===== config.mk =====
export PLATFORM = sky130hd
export DESIGN_NAME = icc_collision
export DESIGN_NICKNAME = d
export VERILOG_FILES = /design/src/icc_pkg.sv /design/src/icc_collision.sv
export SDC_FILE = /design/constraint.sdc
export NUM_CORES = 1
export LEC_CHECK = 0
export BUFFER_PORTS_ARGS = -buffer_cell sky130_fd_sc_hd__buf_2
export CAP_MARGIN = 20
export CORE_ASPECT_RATIO = 1.75
export CORE_MARGIN = 8
export CORE_UTILIZATION = 34
export CTS_CLUSTER_DIAMETER = 100
export DETAILED_ROUTE_END_ITERATION = 8
export GPL_TIMING_DRIVEN = 0
export SLEW_MARGIN = 5
export SYNTH_ARGS = -nofsm -noshare
export SYNTH_HDL_FRONTEND = slang
export SYNTH_SLANG_ARGS = --single-unit

===== constraint.sdc =====
create_clock -name sys_clk_i -period 6.7 [get_ports sys_clk_i]
set_input_delay 1.005 -clock sys_clk_i [delete_from_list [all_inputs] [get_ports sys_clk_i]]
set_output_delay 1.005 -clock sys_clk_i [all_outputs]
set_load 0.005 [all_outputs]

===== src/icc_pkg.sv =====
package icc_pkg;

  // ----------------------------------------
  // Widths and reset values
  // ----------------------------------------
  localparam int unsigned RELOAD_W          = 7;
  localparam logic [6:0]  CNT_ZERO          = 7'h00;
  localparam logic [6:0]  RELOAD_RST        = 7'h04;
  localparam logic [6:0]  CNT_ONE           = 7'h01;

  // ----------------------------------------
  // Link timing
  // ----------------------------------------
  localparam int unsigned CLK_PERIOD_NS     = 100;
  localparam int unsigned SYNC_STAGES       = 2;

  // Condition request: one-cycle pulses plus the reload value
  typedef struct packed {
    logic       start;
    logic       rstart;
    logic       stop;
    logic       ack;
    logic       ack_data;
    logic [6:0] reload;
  } icc_req_t;

  // Condition status toward the user side
  typedef struct packed {
    logic start_en;
    logic rstart_en;
    logic stop_en;
    logic ack_en;
    logic idle;
  } icc_stat_t;

endpackage : icc_pkg


===== src/icc_collision.sv =====
// Overview of operation
// Collision if SDA or SCL low at START
// START collision: abort, flag, go idle
// START: SDA high loads counter, counts down
// First START count: SCL low collides
// SDA low early: reset counter, assert SDA
// Count end: SDA low, recount, SCL low
// Second START count ignores SCL low
// Repeated START: SCL high, SDA low collides
// Reload on SDA high; SDA fall fine
// SCL falls before SDA asserted collides
// Both high: SDA low, then SCL low
// STOP: SDA low, release SCL, count
// STOP count end: SDA low collides
// SCL low before SDA rise collides
// Collision aborts, releases, clears enables
// Released SCL holds counter until high
// Checks only in sequence; reset idles
`timescale 1ns/1ns
module icc_collision
  import icc_pkg::*;
(
  // Clock and reset
  input  wire logic            sys_clk_i,
  input  wire logic            sys_rst_i,
  // Condition requests
  input  wire icc_pkg::icc_req_t req_i,
  // Bus pins
  input  wire logic            sda_i,
  input  wire logic            scl_i,
  output logic                 sda_o,
  output logic                 sda_oe_o,
  output logic                 scl_o,
  output logic                 scl_oe_o,
  // Status
  output icc_pkg::icc_stat_t   stat_o,
  output logic                 bus_collision_flag_o,
  output logic                 done_o
);
  import icc_pkg::*;

  // ----------------------------------------
  // States
  // ----------------------------------------
  typedef enum logic [11:0] {
    ST_IDLE  = 12'h001,
    ST_S1    = 12'h002,
    ST_S2    = 12'h004,
    ST_R1    = 12'h008,
    ST_R2    = 12'h010,
    ST_R3    = 12'h020,
    ST_R4    = 12'h040,
    ST_P1    = 12'h080,
    ST_P2    = 12'h100,
    ST_P3    = 12'h200,
    ST_A1    = 12'h400,
    ST_A2    = 12'h800
  } icc_state_t;

  icc_state_t state_q;
  icc_state_t state_d;

  // ----------------------------------------
  // Pin synchronisers
  // ----------------------------------------
  logic [1:0] sda_sync_q;
  logic [1:0] scl_sync_q;
  logic       sda_s;
  logic       scl_s;

  always_ff @(posedge sys_clk_i)
  begin
    if (sys_rst_i)
    begin
      sda_sync_q <= 2'h3;
      scl_sync_q <= 2'h3;
    end
    else
    begin
      sda_sync_q <= {sda_sync_q[0], sda_i};
      scl_sync_q <= {scl_sync_q[0], scl_i};
    end
  end

  assign sda_s = sda_sync_q[1];
  assign scl_s = scl_sync_q[1];

  // ----------------------------------------
  // Drive and counter state
  // ----------------------------------------
  logic       sda_low_q;
  logic       sda_low_d;
  logic       scl_low_q;
  logic       scl_low_d;
  logic [6:0] cnt_q;
  logic [6:0] cnt_d;
  logic [6:0] reload_q;
  logic       waiting_q;
  logic       waiting_d;
  logic       coll;
  logic       fin;
  logic       cnt_end;

  assign cnt_end = (cnt_q == CNT_ZERO);

  // Reload latched on each request; only bits 6:0 are used
  always_ff @(posedge sys_clk_i)
  begin
    if (sys_rst_i)
      reload_q <= RELOAD_RST;
    else if (req_i.start | req_i.rstart | req_i.stop | req_i.ack)
      reload_q <= req_i.reload;
  end

  // ----------------------------------------
  // Sequencer
  // ----------------------------------------
  always_comb
  begin
    state_d   = state_q;
    sda_low_d = sda_low_q;
    scl_low_d = scl_low_q;
    waiting_d = 1'b0;
    cnt_d     = cnt_end ? CNT_ZERO : cnt_q - CNT_ONE;
    coll      = 1'b0;
    fin       = 1'b0;
    case (state_q)
      ST_IDLE:
      begin
        if (req_i.start)
        begin
          if (!sda_s || !scl_s)
            coll = 1'b1;
          else
          begin
            state_d = ST_S1;
            cnt_d   = req_i.reload;
          end
        end
        else if (req_i.rstart)
        begin
          state_d   = ST_R1;
          sda_low_d = 1'b0;
          cnt_d     = req_i.reload;
        end
        else if (req_i.stop)
        begin
          state_d   = ST_P1;
          sda_low_d = 1'b1;
          scl_low_d = 1'b1;
        end
        else if (req_i.ack)
        begin
          state_d   = ST_A1;
          scl_low_d = 1'b1;
          sda_low_d = !req_i.ack_data;
          cnt_d     = req_i.reload;
        end
      end
      ST_S1:
      begin
        if (!sda_s)
        begin
          sda_low_d = 1'b1;
          cnt_d     = reload_q;
          state_d   = ST_S2;
        end
        else if (!scl_s)
          coll = 1'b1;
        else if (cnt_end)
        begin
          sda_low_d = 1'b1;
          cnt_d     = reload_q;
          state_d   = ST_S2;
        end
      end
      ST_S2:
      begin
        // SCL low here is another master's START, not a loss
        if (cnt_end)
        begin
          scl_low_d = 1'b1;
          fin       = 1'b1;
        end
      end
      ST_R1:
      begin
        if (cnt_end)
        begin
          scl_low_d = 1'b0;
          state_d   = ST_R2;
        end
      end
      ST_R2:
      begin
        cnt_d = reload_q;
        if (scl_s && scl_low_q == 1'b0)
        begin
          if (!sda_s)
            coll = 1'b1;
          else
            state_d = ST_R3;
        end
      end
      ST_R3:
      begin
        if (!scl_s && !sda_low_q)
          coll = 1'b1;
        else if (cnt_end)
        begin
          if (sda_s && scl_s)
          begin
            sda_low_d = 1'b1;
            cnt_d     = reload_q;
            state_d   = ST_R4;
          end
          else if (!sda_s)
          begin
            sda_low_d = 1'b1;
            cnt_d     = reload_q;
            state_d   = ST_R4;
          end
        end
      end
      ST_R4:
      begin
        if (cnt_end)
        begin
          scl_low_d = 1'b1;
          fin       = 1'b1;
        end
      end
      ST_P1:
      begin
        if (!sda_s)
        begin
          scl_low_d = 1'b0;
          state_d   = ST_P2;
        end
      end
      ST_P2:
      begin
        cnt_d = reload_q;
        if (scl_s)
          state_d = ST_P3;
      end
      ST_P3:
      begin
        if (!scl_s && sda_low_q)
          coll = 1'b1;
        else if (cnt_end && sda_low_q)
        begin
          sda_low_d = 1'b0;
          cnt_d     = reload_q;
        end
        else if (cnt_end && !sda_low_q)
        begin
          if (!sda_s)
            coll = 1'b1;
          else
            fin = 1'b1;
        end
      end
      ST_A1:
      begin
        if (cnt_end)
        begin
          scl_low_d = 1'b0;
          state_d   = ST_A2;
          waiting_d = 1'b1;
        end
      end
      ST_A2:
      begin
        if (waiting_q)
        begin
          cnt_d     = reload_q;
          waiting_d = !scl_s;
        end
        else if (cnt_end)
        begin
          scl_low_d = 1'b1;
          fin       = 1'b1;
        end
      end
      default:
      begin
        state_d = ST_IDLE;
      end
    endcase
    if (coll)
    begin
      state_d   = ST_IDLE;
      sda_low_d = 1'b0;
      scl_low_d = 1'b0;
      cnt_d     = CNT_ZERO;
    end
    else if (fin)
      state_d = ST_IDLE;
  end

  // ----------------------------------------
  // Registers
  // ----------------------------------------
  always_ff @(posedge sys_clk_i)
  begin
    if (sys_rst_i)
    begin
      state_q   <= ST_IDLE;
      sda_low_q <= 1'b0;
      scl_low_q <= 1'b0;
      cnt_q     <= CNT_ZERO;
      waiting_q <= 1'b0;
    end
    else
    begin
      state_q   <= state_d;
      sda_low_q <= sda_low_d;
      scl_low_q <= scl_low_d;
      cnt_q     <= cnt_d;
      waiting_q <= waiting_d;
    end
  end

  // Sticky flag; a new collision wins over the clear
  always_ff @(posedge sys_clk_i)
  begin
    if (sys_rst_i)
      bus_collision_flag_o <= 1'b0;
    else if (coll)
      bus_collision_flag_o <= 1'b1;
    else if (req_i.start | req_i.rstart | req_i.stop | req_i.ack)
      bus_collision_flag_o <= 1'b0;
  end

  // ----------------------------------------
  // Outputs
  // ----------------------------------------
  always_ff @(posedge sys_clk_i)
  begin
    if (sys_rst_i)
    begin
      sda_o    <= 1'b0;
      sda_oe_o <= 1'b0;
      scl_o    <= 1'b0;
      scl_oe_o <= 1'b0;
      stat_o   <= '{start_en: 1'b0, rstart_en: 1'b0, stop_en: 1'b0, ack_en: 1'b0, idle: 1'b1};
      done_o   <= 1'b0;
    end
    else
    begin
      sda_o            <= 1'b0;
      scl_o            <= 1'b0;
      sda_oe_o         <= sda_low_d;
      scl_oe_o         <= scl_low_d;
      stat_o.start_en  <= state_d inside {ST_S1, ST_S2};
      stat_o.rstart_en <= state_d inside {ST_R1, ST_R2, ST_R3, ST_R4};
      stat_o.stop_en   <= state_d inside {ST_P1, ST_P2, ST_P3};
      stat_o.ack_en    <= state_d inside {ST_A1, ST_A2};
      stat_o.idle      <= state_d == ST_IDLE;
      done_o           <= fin;
    end
  end

endmodule : icc_collision


-- Word level (Yosys, flattened, before mapping)
Index checks and enable logic that the tools add are counted.
Widths: inputs -> output; s select.
- register bits after elaboration: 40
- bits of input ports: 16
- output and inout bits: 11
- logic and storage cells: 167
- add/sub/neg operators: 1
- eq/ne operators: 38
- multiplexer cells: 83
- bitwise logic cells: 4
- reduce and logical (&&, ||, !) cells: 26
- operators with widths (cell ; count):
    $mux 12 ; 20
    $mux 7 ; 16
    $pmux 12 s9 ; 1
    $pmux 7 s6 ; 1
    $mux 1 ; 40
    $eq 12x1->1 const B ; 2
    $eq 12x10->1 const B ; 2
    $eq 12x11->1 const B ; 2
    $eq 12x12->1 const B ; 2
    $eq 12x2->1 const B ; 2
    $eq 12x3->1 const B ; 2
    $eq 12x4->1 const B ; 2
    $eq 12x5->1 const B ; 2
    $eq 12x6->1 const B ; 2
    $eq 12x7->1 const B ; 2
    $eq 12x8->1 const B ; 2
    $eq 12x9->1 const B ; 2
    $ne 2x2->1 const B ; 8
    $ne 3x3->1 const B ; 4
    $pmux 1 s5 ; 2
    $reduce_and 10->1 ; 1
    $reduce_bool 4->1 ; 2
    $reduce_or 2->1 ; 4
    $logic_not 7->1 ; 1
    other kinds (16) ; 28

-- Depth between registers and ports, before layout
Gate-level depths: netlist (run 1).
- word-level depth: 10
- mapped depth: 10
- gate-level depth less buffers: 9

-- Worst setup path before layout (run 1)
No wires, ideal clock.
- kind: input to register
- start point: input port req_i[10] in the netlist's numbering
- end point: register stat_o[3] in the netlist's numbering
- library setup time: 0.071 ns
- data arrival time: 2.213 ns
- data required time: 6.629 ns
- setup slack: 4.417 ns
- stages on the path: 7
- buffers on the path: 0
- path through: nor4_2 nor2_1 nor2_1 a211oi_1 a31oi_1 nor3_1 o21bai_1
- word-level cells in the longest chain between the ends: 7
- elaborated cells between the ends (all ways): 10
- those cells by class: eq/ne (4); mux (5); reduce/logical (1)
- ends and longest elaborated chain (element ; line ; RTL):
    from (decl) ; icc_collision.sv:27 ; input wire icc_pkg::icc_req_t req_i,
    $mux 12 * ; icc_collision.sv:140 ; else if (req_i.rstart)
    $mux 12 * ; icc_collision.sv:130 ; if (req_i.start)
    $pmux 12 s9 * ; icc_collision.sv:127 ; case (state_q)
    $mux 12 * ; icc_collision.sv:298 ; else if (fin)
    $mux 12 * ; icc_collision.sv:291 ; if (coll)
    $eq 12x4->1 (tied with other cells) ; icc_collision.sv:357 ; stat_o.rstart_en <= state_d inside {ST_R1, ST_R2, ST_R3, ST_R4};
    $reduce_bool 4->1 * ; icc_collision.sv:357 ;
    to (signal assigned) ; icc_collision.sv:347 ; stat_o <= '{start_en: 1'b0, rstart_en: 1'b0, stop_en: 1'b0, ack_en: 1'b0, idle: 1'b1};
    to (decl) ; icc_collision.sv:36 ; output icc_pkg::icc_stat_t stat_o,
Mark *: on every way between the ends. The rest lies on a longest branch, timed or not.
A chain may end at the register's enable or synchronous reset.

-- Worst setup path in the final report (run 1)
- start point: register cnt_q[0]
- end point: register stat_o[3] in the netlist's numbering
- word-level cells in the longest chain between the ends: 10
- elaborated cells between the ends (all ways): 28
- those cells by class: eq/ne (4); mux (20); reduce/logical (4)
- ends and longest elaborated chain (element ; line ; RTL):
    from (decl) ; icc_collision.sv:95 ; logic [6:0] cnt_q;
    from (signal assigned) ; icc_collision.sv:320 ; cnt_q <= cnt_d;
    $logic_not 7->1 * ; icc_collision.sv:104 ; assign cnt_end = (cnt_q == CNT_ZERO);
    $logic_and 1x1->1 ; icc_collision.sv:256 ; else if (cnt_end && !sda_low_q)
    $mux 1 ; icc_collision.sv:256 ;
    $mux 1 ; icc_collision.sv:251 ; else if (cnt_end && sda_low_q)
    $mux 1 ; icc_collision.sv:249 ; if (!scl_s && sda_low_q)
    $pmux 1 s3 ; icc_collision.sv:127 ;
    $mux 12 ; icc_collision.sv:298 ;
    $mux 12 * ; icc_collision.sv:291 ;
    $eq 12x4->1 (tied with other cells) ; icc_collision.sv:357 ;
    $reduce_bool 4->1 * ; icc_collision.sv:357 ;
Marked as above.

==> results of run 1 <==
## state kept, by name, summed over array words and instances (netlist names)
signal,cells
scl_oe_o,1
scl_sync_q,2
sda_oe_o,1
done_o,1
waiting_q,1
bus_collision_flag_o,1
reload_q,7
state_q,12
sda_sync_q,2
stat_o,5
cnt_q,7
## area by class of cell
class | count | area (sq um)
multi-input combinational | 257 | 1610
timing repair buffer | 25 | 128
tap | 88 | 110
buffer | 21 | 118
fill | 794 | 4490
clock inverter | 3 | 42.5
inverter | 10 | 37.5
clock buffer | 5 | 125
sequential | 40 | 801
## per-layer routing
layer	GRT usage [%]	vias up
li1	-	1246
met2	28.9	91
met3	3.15	22
met4	8.00	0
met1	17.5	1211
met5	0	-
## critical path, delay by kind of cell (launching register included)
family,cells,cell delay (ns)
AO/OA/AOI/OAI,2,0.81
adder cells (fa/ha/maj),1,0.17
buffers and inverters,1,0.06
flip-flops,1,0.33
AND/OR/NAND/NOR,5,1.37
## cells in the mapped netlist (all sizes together) (4+ instances only)
cell type	n	area share, %
and3	5	1.4
nand2b	6	1.5
nand2	40	6.1
nor4	7	3.7
nand4	10	2.7
buf	15	3.7
nand3	12	2.5
a211oi	6	2.0
nor3	9	2.0
nor4b	6	2.3
inv	10	1.5
nor2b	8	2.0
or2	8	2.0
nor3b	4	1.2
a41oi	4	1.4
nor2	32	4.7
a21oi	29	5.7
xor2	5	1.7
a22oi	5	1.5
dfxtp	40	31
o21ai	10	2.0
clkbuf	6	0.88
## kinds of logic (layout without fill, tap and decap cells)
kind of cell    after synthesis  after routing  synth area share [%]
fa+ha+maj                     1              1                 0.488
simple gates                161            161                  36.3
flops                        40             40                  31.3
xor+xnor                      7              7                  2.39
other cells                   1              2                 0.146
compound gates               84             84                  22.5
buf+inv                      31             64                  6.05
mux                           2              2                 0.830
## metrics by stage
step / hold slack (ns) / cell area [sq um] / power (mW) / utilization [%]
after floorplan: 0.389 / 2570 / 0.533 / -
after global placement: 0.393 / 2800 / 0.626 / 37.5
after detailed placement: 0.400 / 2800 / 0.627 / 37.5
after CTS: 0.411 / 2960 / 0.907 / 39.7
after global routing: 0.417 / 2970 / 0.958 / 39.8
final: 0.405 / 2970 / 0.905 / 39.8
## where the power goes
| part | leakage, nW | switching, mW | internal, mW |
|---|---|---|---|
| logic | 0.866 | 0.211 | 0.129 |
| registers | 0.328 | 0.0243 | 0.266 |
| clock network | 0.0798 | 0.100 | 0.175 |
## worst max-delay path by stage
stage | startpoint | to | cells after the start
floorplan | req_i[10] | stat_o[3] | 7
global placement | req_i[11] | stat_o[3] | 8
CTS | cnt_q[0] | stat_o[3] | 9
global route | cnt_q[0] | stat_o[3] | 9
finish | cnt_q[0] | stat_o[3] | 9
detailed placement | req_i[11] | stat_o[3] | 8
==> reports/metrics.cfg, run 1 <==
[placed_design]
place_worst_setup_slack_ns = 3.70
place.detailed.instances = 440
gpl.final_weighted_congestion = 1.03
port-buffer-count = 24
hpwl_um = 6260

[die]
die_y_um = 131
num_rows = 42
x_dimension_of_the_die_um = 81.6
die_area_sq_um = 10700
start_util_pct = 34.3
num_io_pins = 27
placeableCoreArea_sq_um = 7460

[synthesis]
synth-seq-area-share_pct = 31.3
ys.warnings.count = 0
synth_enable_flop_cells = 0
synthesis.area_per_instance_sq_um = 7.84
post_synth_inst_count = 327
synth_seq_cells = 40
postSynth.topFlopCell = dfxtp_1
synth-async-reset-ratio_pct = 0
netlist_area_sq_um = 2560
synth.distinct_cells = 67

[clock_network]
post-cts-setup-buffer-count = 0
h_tree_level_count = 2
path_clk_slew_ns = 0.06
number_of_cts_inserted_buffers = 5
cts_buffer_depth = 2
tritoncts = yes
postCtsHoldBufs = 0
cts.root.buffer_cell = clkbuf_16
worstSkewPairLatency_ns = 0.29
clock_sink_count = 40
cts_resized = 0

[timing]
max_slew_margin_pct = 51.0
worst-slew-pin-transition_ns = 0.716
grt_setup_unrepaired = no
layout_min_cycle_time_ns = 2.81
max_clock_freq_ghz = 0.356
finalMaxSlewViolations = 0
final.setup_skew_ns = 0.00575
setup-violations-final = 0
hold_violations = 0
final_min_period_over_clock_period_pct = 41.9
worst_slack_ns = 3.89
summed_negative_setup_slack_over_all_endpoints_ns = 0

[worst_setup_path]
rrSetupSlack_ns = 3.89
reg2regPathDepth = 9
worstSetupStartpointType = flip-flop
cp-end-kind = flip-flop
reg2reg_from = cnt_q[0]
crit-reg2reg-capture = stat_o[3]
cp_cell_sequence = inv_1, ha_1, nor3b_1, nand2_2, nor2_1, nand3b_1, a2111oi_0, nor3_1, o21bai_1
critical_path_class = flip-flop to flip-flop
cp.required_ns = 6.92
crit_path_max_fanout = 9
crit_arrival_ns = 3.02
critical-path-slowest-cell = a2111oi_0
critical_path.max_stage_delay_ns = 0.66

[detailed_routing]
routedWlPerCell_um = 18.2
postRouteWirelength_um = 8190
top_layer_used = met4
met2_wirelength_um = 4270
met3WireLength_um = 396
route.antenna.remaining_nets = 0
post-route-drc-count = 0
first_pass_iters = 4
routedLengthMet1_um = 3240
viasPerCell = 5.72
detailedRoute.firstIterationViolations = 209
routed-via-count = 2570

[layout]
nets = 377
final_common_cell = dfxtp_1
layout_common_cells = dfxtp_1, nand2_1, buf_2
insertedDiodeCount = 0
syn_to_final_growth_pct = 16.0
layout_cell_share_with_drive_strength_beyond_1_pct = 20.5
final_cell_count_no_fill = 449

[pwr]
vdd.ir_drop.worst_uv = 210
powerDensity_nw_per_um2 = 305
p_leak_nw = 1.27

[worst_hold_path]
hp-class = flip-flop to flip-flop
hold_path_startpoint = sda_sync_q[0]
worst_hold_path.endpoint = sda_sync_q[1]
hold_depth = 1

[job]
maxCapViolations = 0

[status]
outcome = completed

[grt]
total_routing_usage_gr_pct = 16.2
globalRouteOverflowTotal = 0
grt_start_max_net_pins = 14
grt_antenna_before_repair = 0
first_pass_grt_wire_length_um = 13400
via_count_of_the_first_global_routing_pass = 2599

Power figures use the tool's default switching activity.
==> run 2, diff against run 1 <==
Clock period 6.7 ns to 2.4 ns, I/O delays scaled along.
==> run 2 against run 1 <==
  * Global-route usage fell by 0.069 points
  * Utilization rose by 2.0 points
  * Critical path depth rose by 1
  * Sequential power rose to 2.8 times the previous value
  * Register-to-register slack got worse by 3.8 ns
  * Maximum frequency rose by 20%
  * Setup slack got worse by 3.8 ns
  * Largest power group unchanged
==> reports/metrics.cfg, run 2 (synthesis gave the netlist of run 1 again) <==
[layout]
insertedDiodeCount = 0
final_common_cell = dfxtp_1
post-route-util_pct = 41.8
finalInstanceArea_sq_um = 3120
layout_common_cells = dfxtp_1, nand2_1, buf_2
final_cell_count_no_fill = 456
top_flop_regs = state_q: 12 flops, cnt_q: 7 flops, reload_q: 7 flops
layout_cell_share_with_drive_strength_beyond_1_pct = 25.8
largest_register_ffs = 12
syn_to_final_growth_pct = 21.8
regMostFlops = state_q
nets = 384

[worst_setup_path]
crit_path_max_fanout = 10
cp.required_ns = 2.58
cp_cell_sequence = buf_2, nor4_4, buf_4, clkbuf_4, a41oi_1, o21ba_2, o221ai_4, nor2_2, nand2_4, or2_1
crit_arrival_ns = 2.51
critical_path.max_stage_delay_ns = 0.33
critical_path_class = flip-flop to flip-flop
cp-end-kind = flip-flop
critical-path-slowest-cell = nor2_2
worstSetupStartpointType = flip-flop

[placed_design]
postPlaceCellArea_sq_um = 2800
port-buffer-count = 24
place.detailed.instances = 440
hpwl_um = 6260
gpl.final_weighted_congestion = 1.03

[clock_network]
worstSkewPairLatency_ns = 0.29
cts.root.buffer_cell = clkbuf_16
cts_buffer_depth = 2
tritoncts = yes
path_clk_slew_ns = 0.06
clock_sink_count = 40
h_tree_level_count = 2
number_of_cts_inserted_buffers = 5

[timing]
layout_min_cycle_time_ns = 2.33
finalMaxSlewViolations = 0
setup-violations-final = 0
grt_setup_unrepaired = no
hold_violations = 0
worst-slew-pin-transition_ns = 0.570
summed_negative_setup_slack_over_all_endpoints_ns = 0
max_slew_margin_pct = 61.4
final_min_period_over_clock_period_pct = 97.1
final.setup_skew_ns = 0.00553
max_clock_freq_ghz = 0.429

[die]
die_y_um = 131
die_area_sq_um = 10700
placeableCoreArea_sq_um = 7460
start_util_pct = 34.3
num_rows = 42
num_io_pins = 27
x_dimension_of_the_die_um = 81.6

[detailed_routing]
postRouteWirelength_um = 8320
post-route-drc-count = 0
first_pass_iters = 4
viasPerCell = 5.80
route.antenna.remaining_nets = 0
detailedRoute.firstIterationViolations = 180
routed-via-count = 2645
routedWlPerCell_um = 18.2

[grt]
grt_antenna_before_repair = 0
grt_start_max_net_pins = 14
total_routing_usage_gr_pct = 16.2
via_count_of_the_first_global_routing_pass = 2625
globalRouteOverflowTotal = 0
first_pass_grt_wire_length_um = 13400

[job]
maxCapViolations = 0

[worst_hold_path]
hp-class = input pin to flip-flop

[status]
outcome = completed

[pwr]
post-layout-total-power_mw = 2.64
powerDensity_nw_per_um2 = 846
p_leak_nw = 1.32
vdd.ir_drop.worst_uv = 591

==> run 2: changes by cell type in the layout (fill, tap and decap cells not counted), moves of 2 or more <==
cell	delta
buf_4	+7
clkbuf_1	-2
buf_2	-2
nand2_4	+2
clkbuf_2	+2
nand3_1	-2
nand3_2	+2
clkbuf_4	+2
and2_4	+2
nand2_1	-2
and2_1	-2
==> run 2: worst max-delay path, delay by kind of cell, from the launching register on <==
kind	cells	cell delay, ns
buffers and inverters	3	0.60
and+or+nand+nor	4	0.72
DFF	1	0.30
AOI/OAI and AO/OA	3	0.59
==> run 2: power breakdown <==
| part | internal, mW | total [mW] | switching, mW |
|---|---|---|---|
| Clock | 0.489 | 0.771 | 0.282 |
| Combinational | 0.429 | 1.05 | 0.625 |
| Sequential | 0.742 | 0.817 | 0.0749 |
| Total | 1.66 | 2.64 | 0.981 |
==> run 2: stage by stage <==
| step | hold slack (ns) | setup WS (ns) |
|---|---|---|
| after floorplan | 0.389 | 0.268 |
| after global placement | 0.393 | -0.428 |
| after detailed placement | 0.400 | -0.373 |
| after CTS | 0.252 | 0.00144 |
| after global routing | 0.246 | 0.000753 |
| final | 0.256 | 0.0701 |
==> run 2: final cells by class <==
type | instances | area [sq um]
buffer | 21 | 125
fill | 782 | 4340
inverter | 10 | 37.5
clock buffer | 5 | 125
timing repair buffer | 32 | 180
tap | 88 | 110
sequential | 40 | 802
clock inverter | 3 | 42.5
multi-input combinational | 257 | 1700
==> run 2: final timing paths <==
check                     start             to  slack (ns)  depth (start not counted)
setup / recovery     state_q[6]      stat_o[0]        0.07                         10
hold / removal            sda_i  sda_sync_q[0]        0.26                          2
setup reg to reg     state_q[6]      stat_o[0]        0.07                         10
hold reg to reg   sda_sync_q[0]  sda_sync_q[1]        0.41                          1
==> run 2: repair_timing <==
| action | CTS | global route |
|---|---|---|
| endpoints found under the setup margin | 19 | 19 |
| hold buffers | 0 | 0 |
| pin swaps | 5 | 4 |
| gates cloned | 0 | 0 |
| gates resized for setup | 6 | 20 |
| buffers inserted | 4 | 3 |
==> run 2: layer usage <==
layer / part of all wire (%) / global-route usage (%) / routed length, um
met5: 0 / 0 / 0
met1: 37 / 17.0 / 3100
met4: 4.8 / 9.56 / 400
met3: 5.7 / 3.22 / 477
met2: 52 / 28.5 / 4340
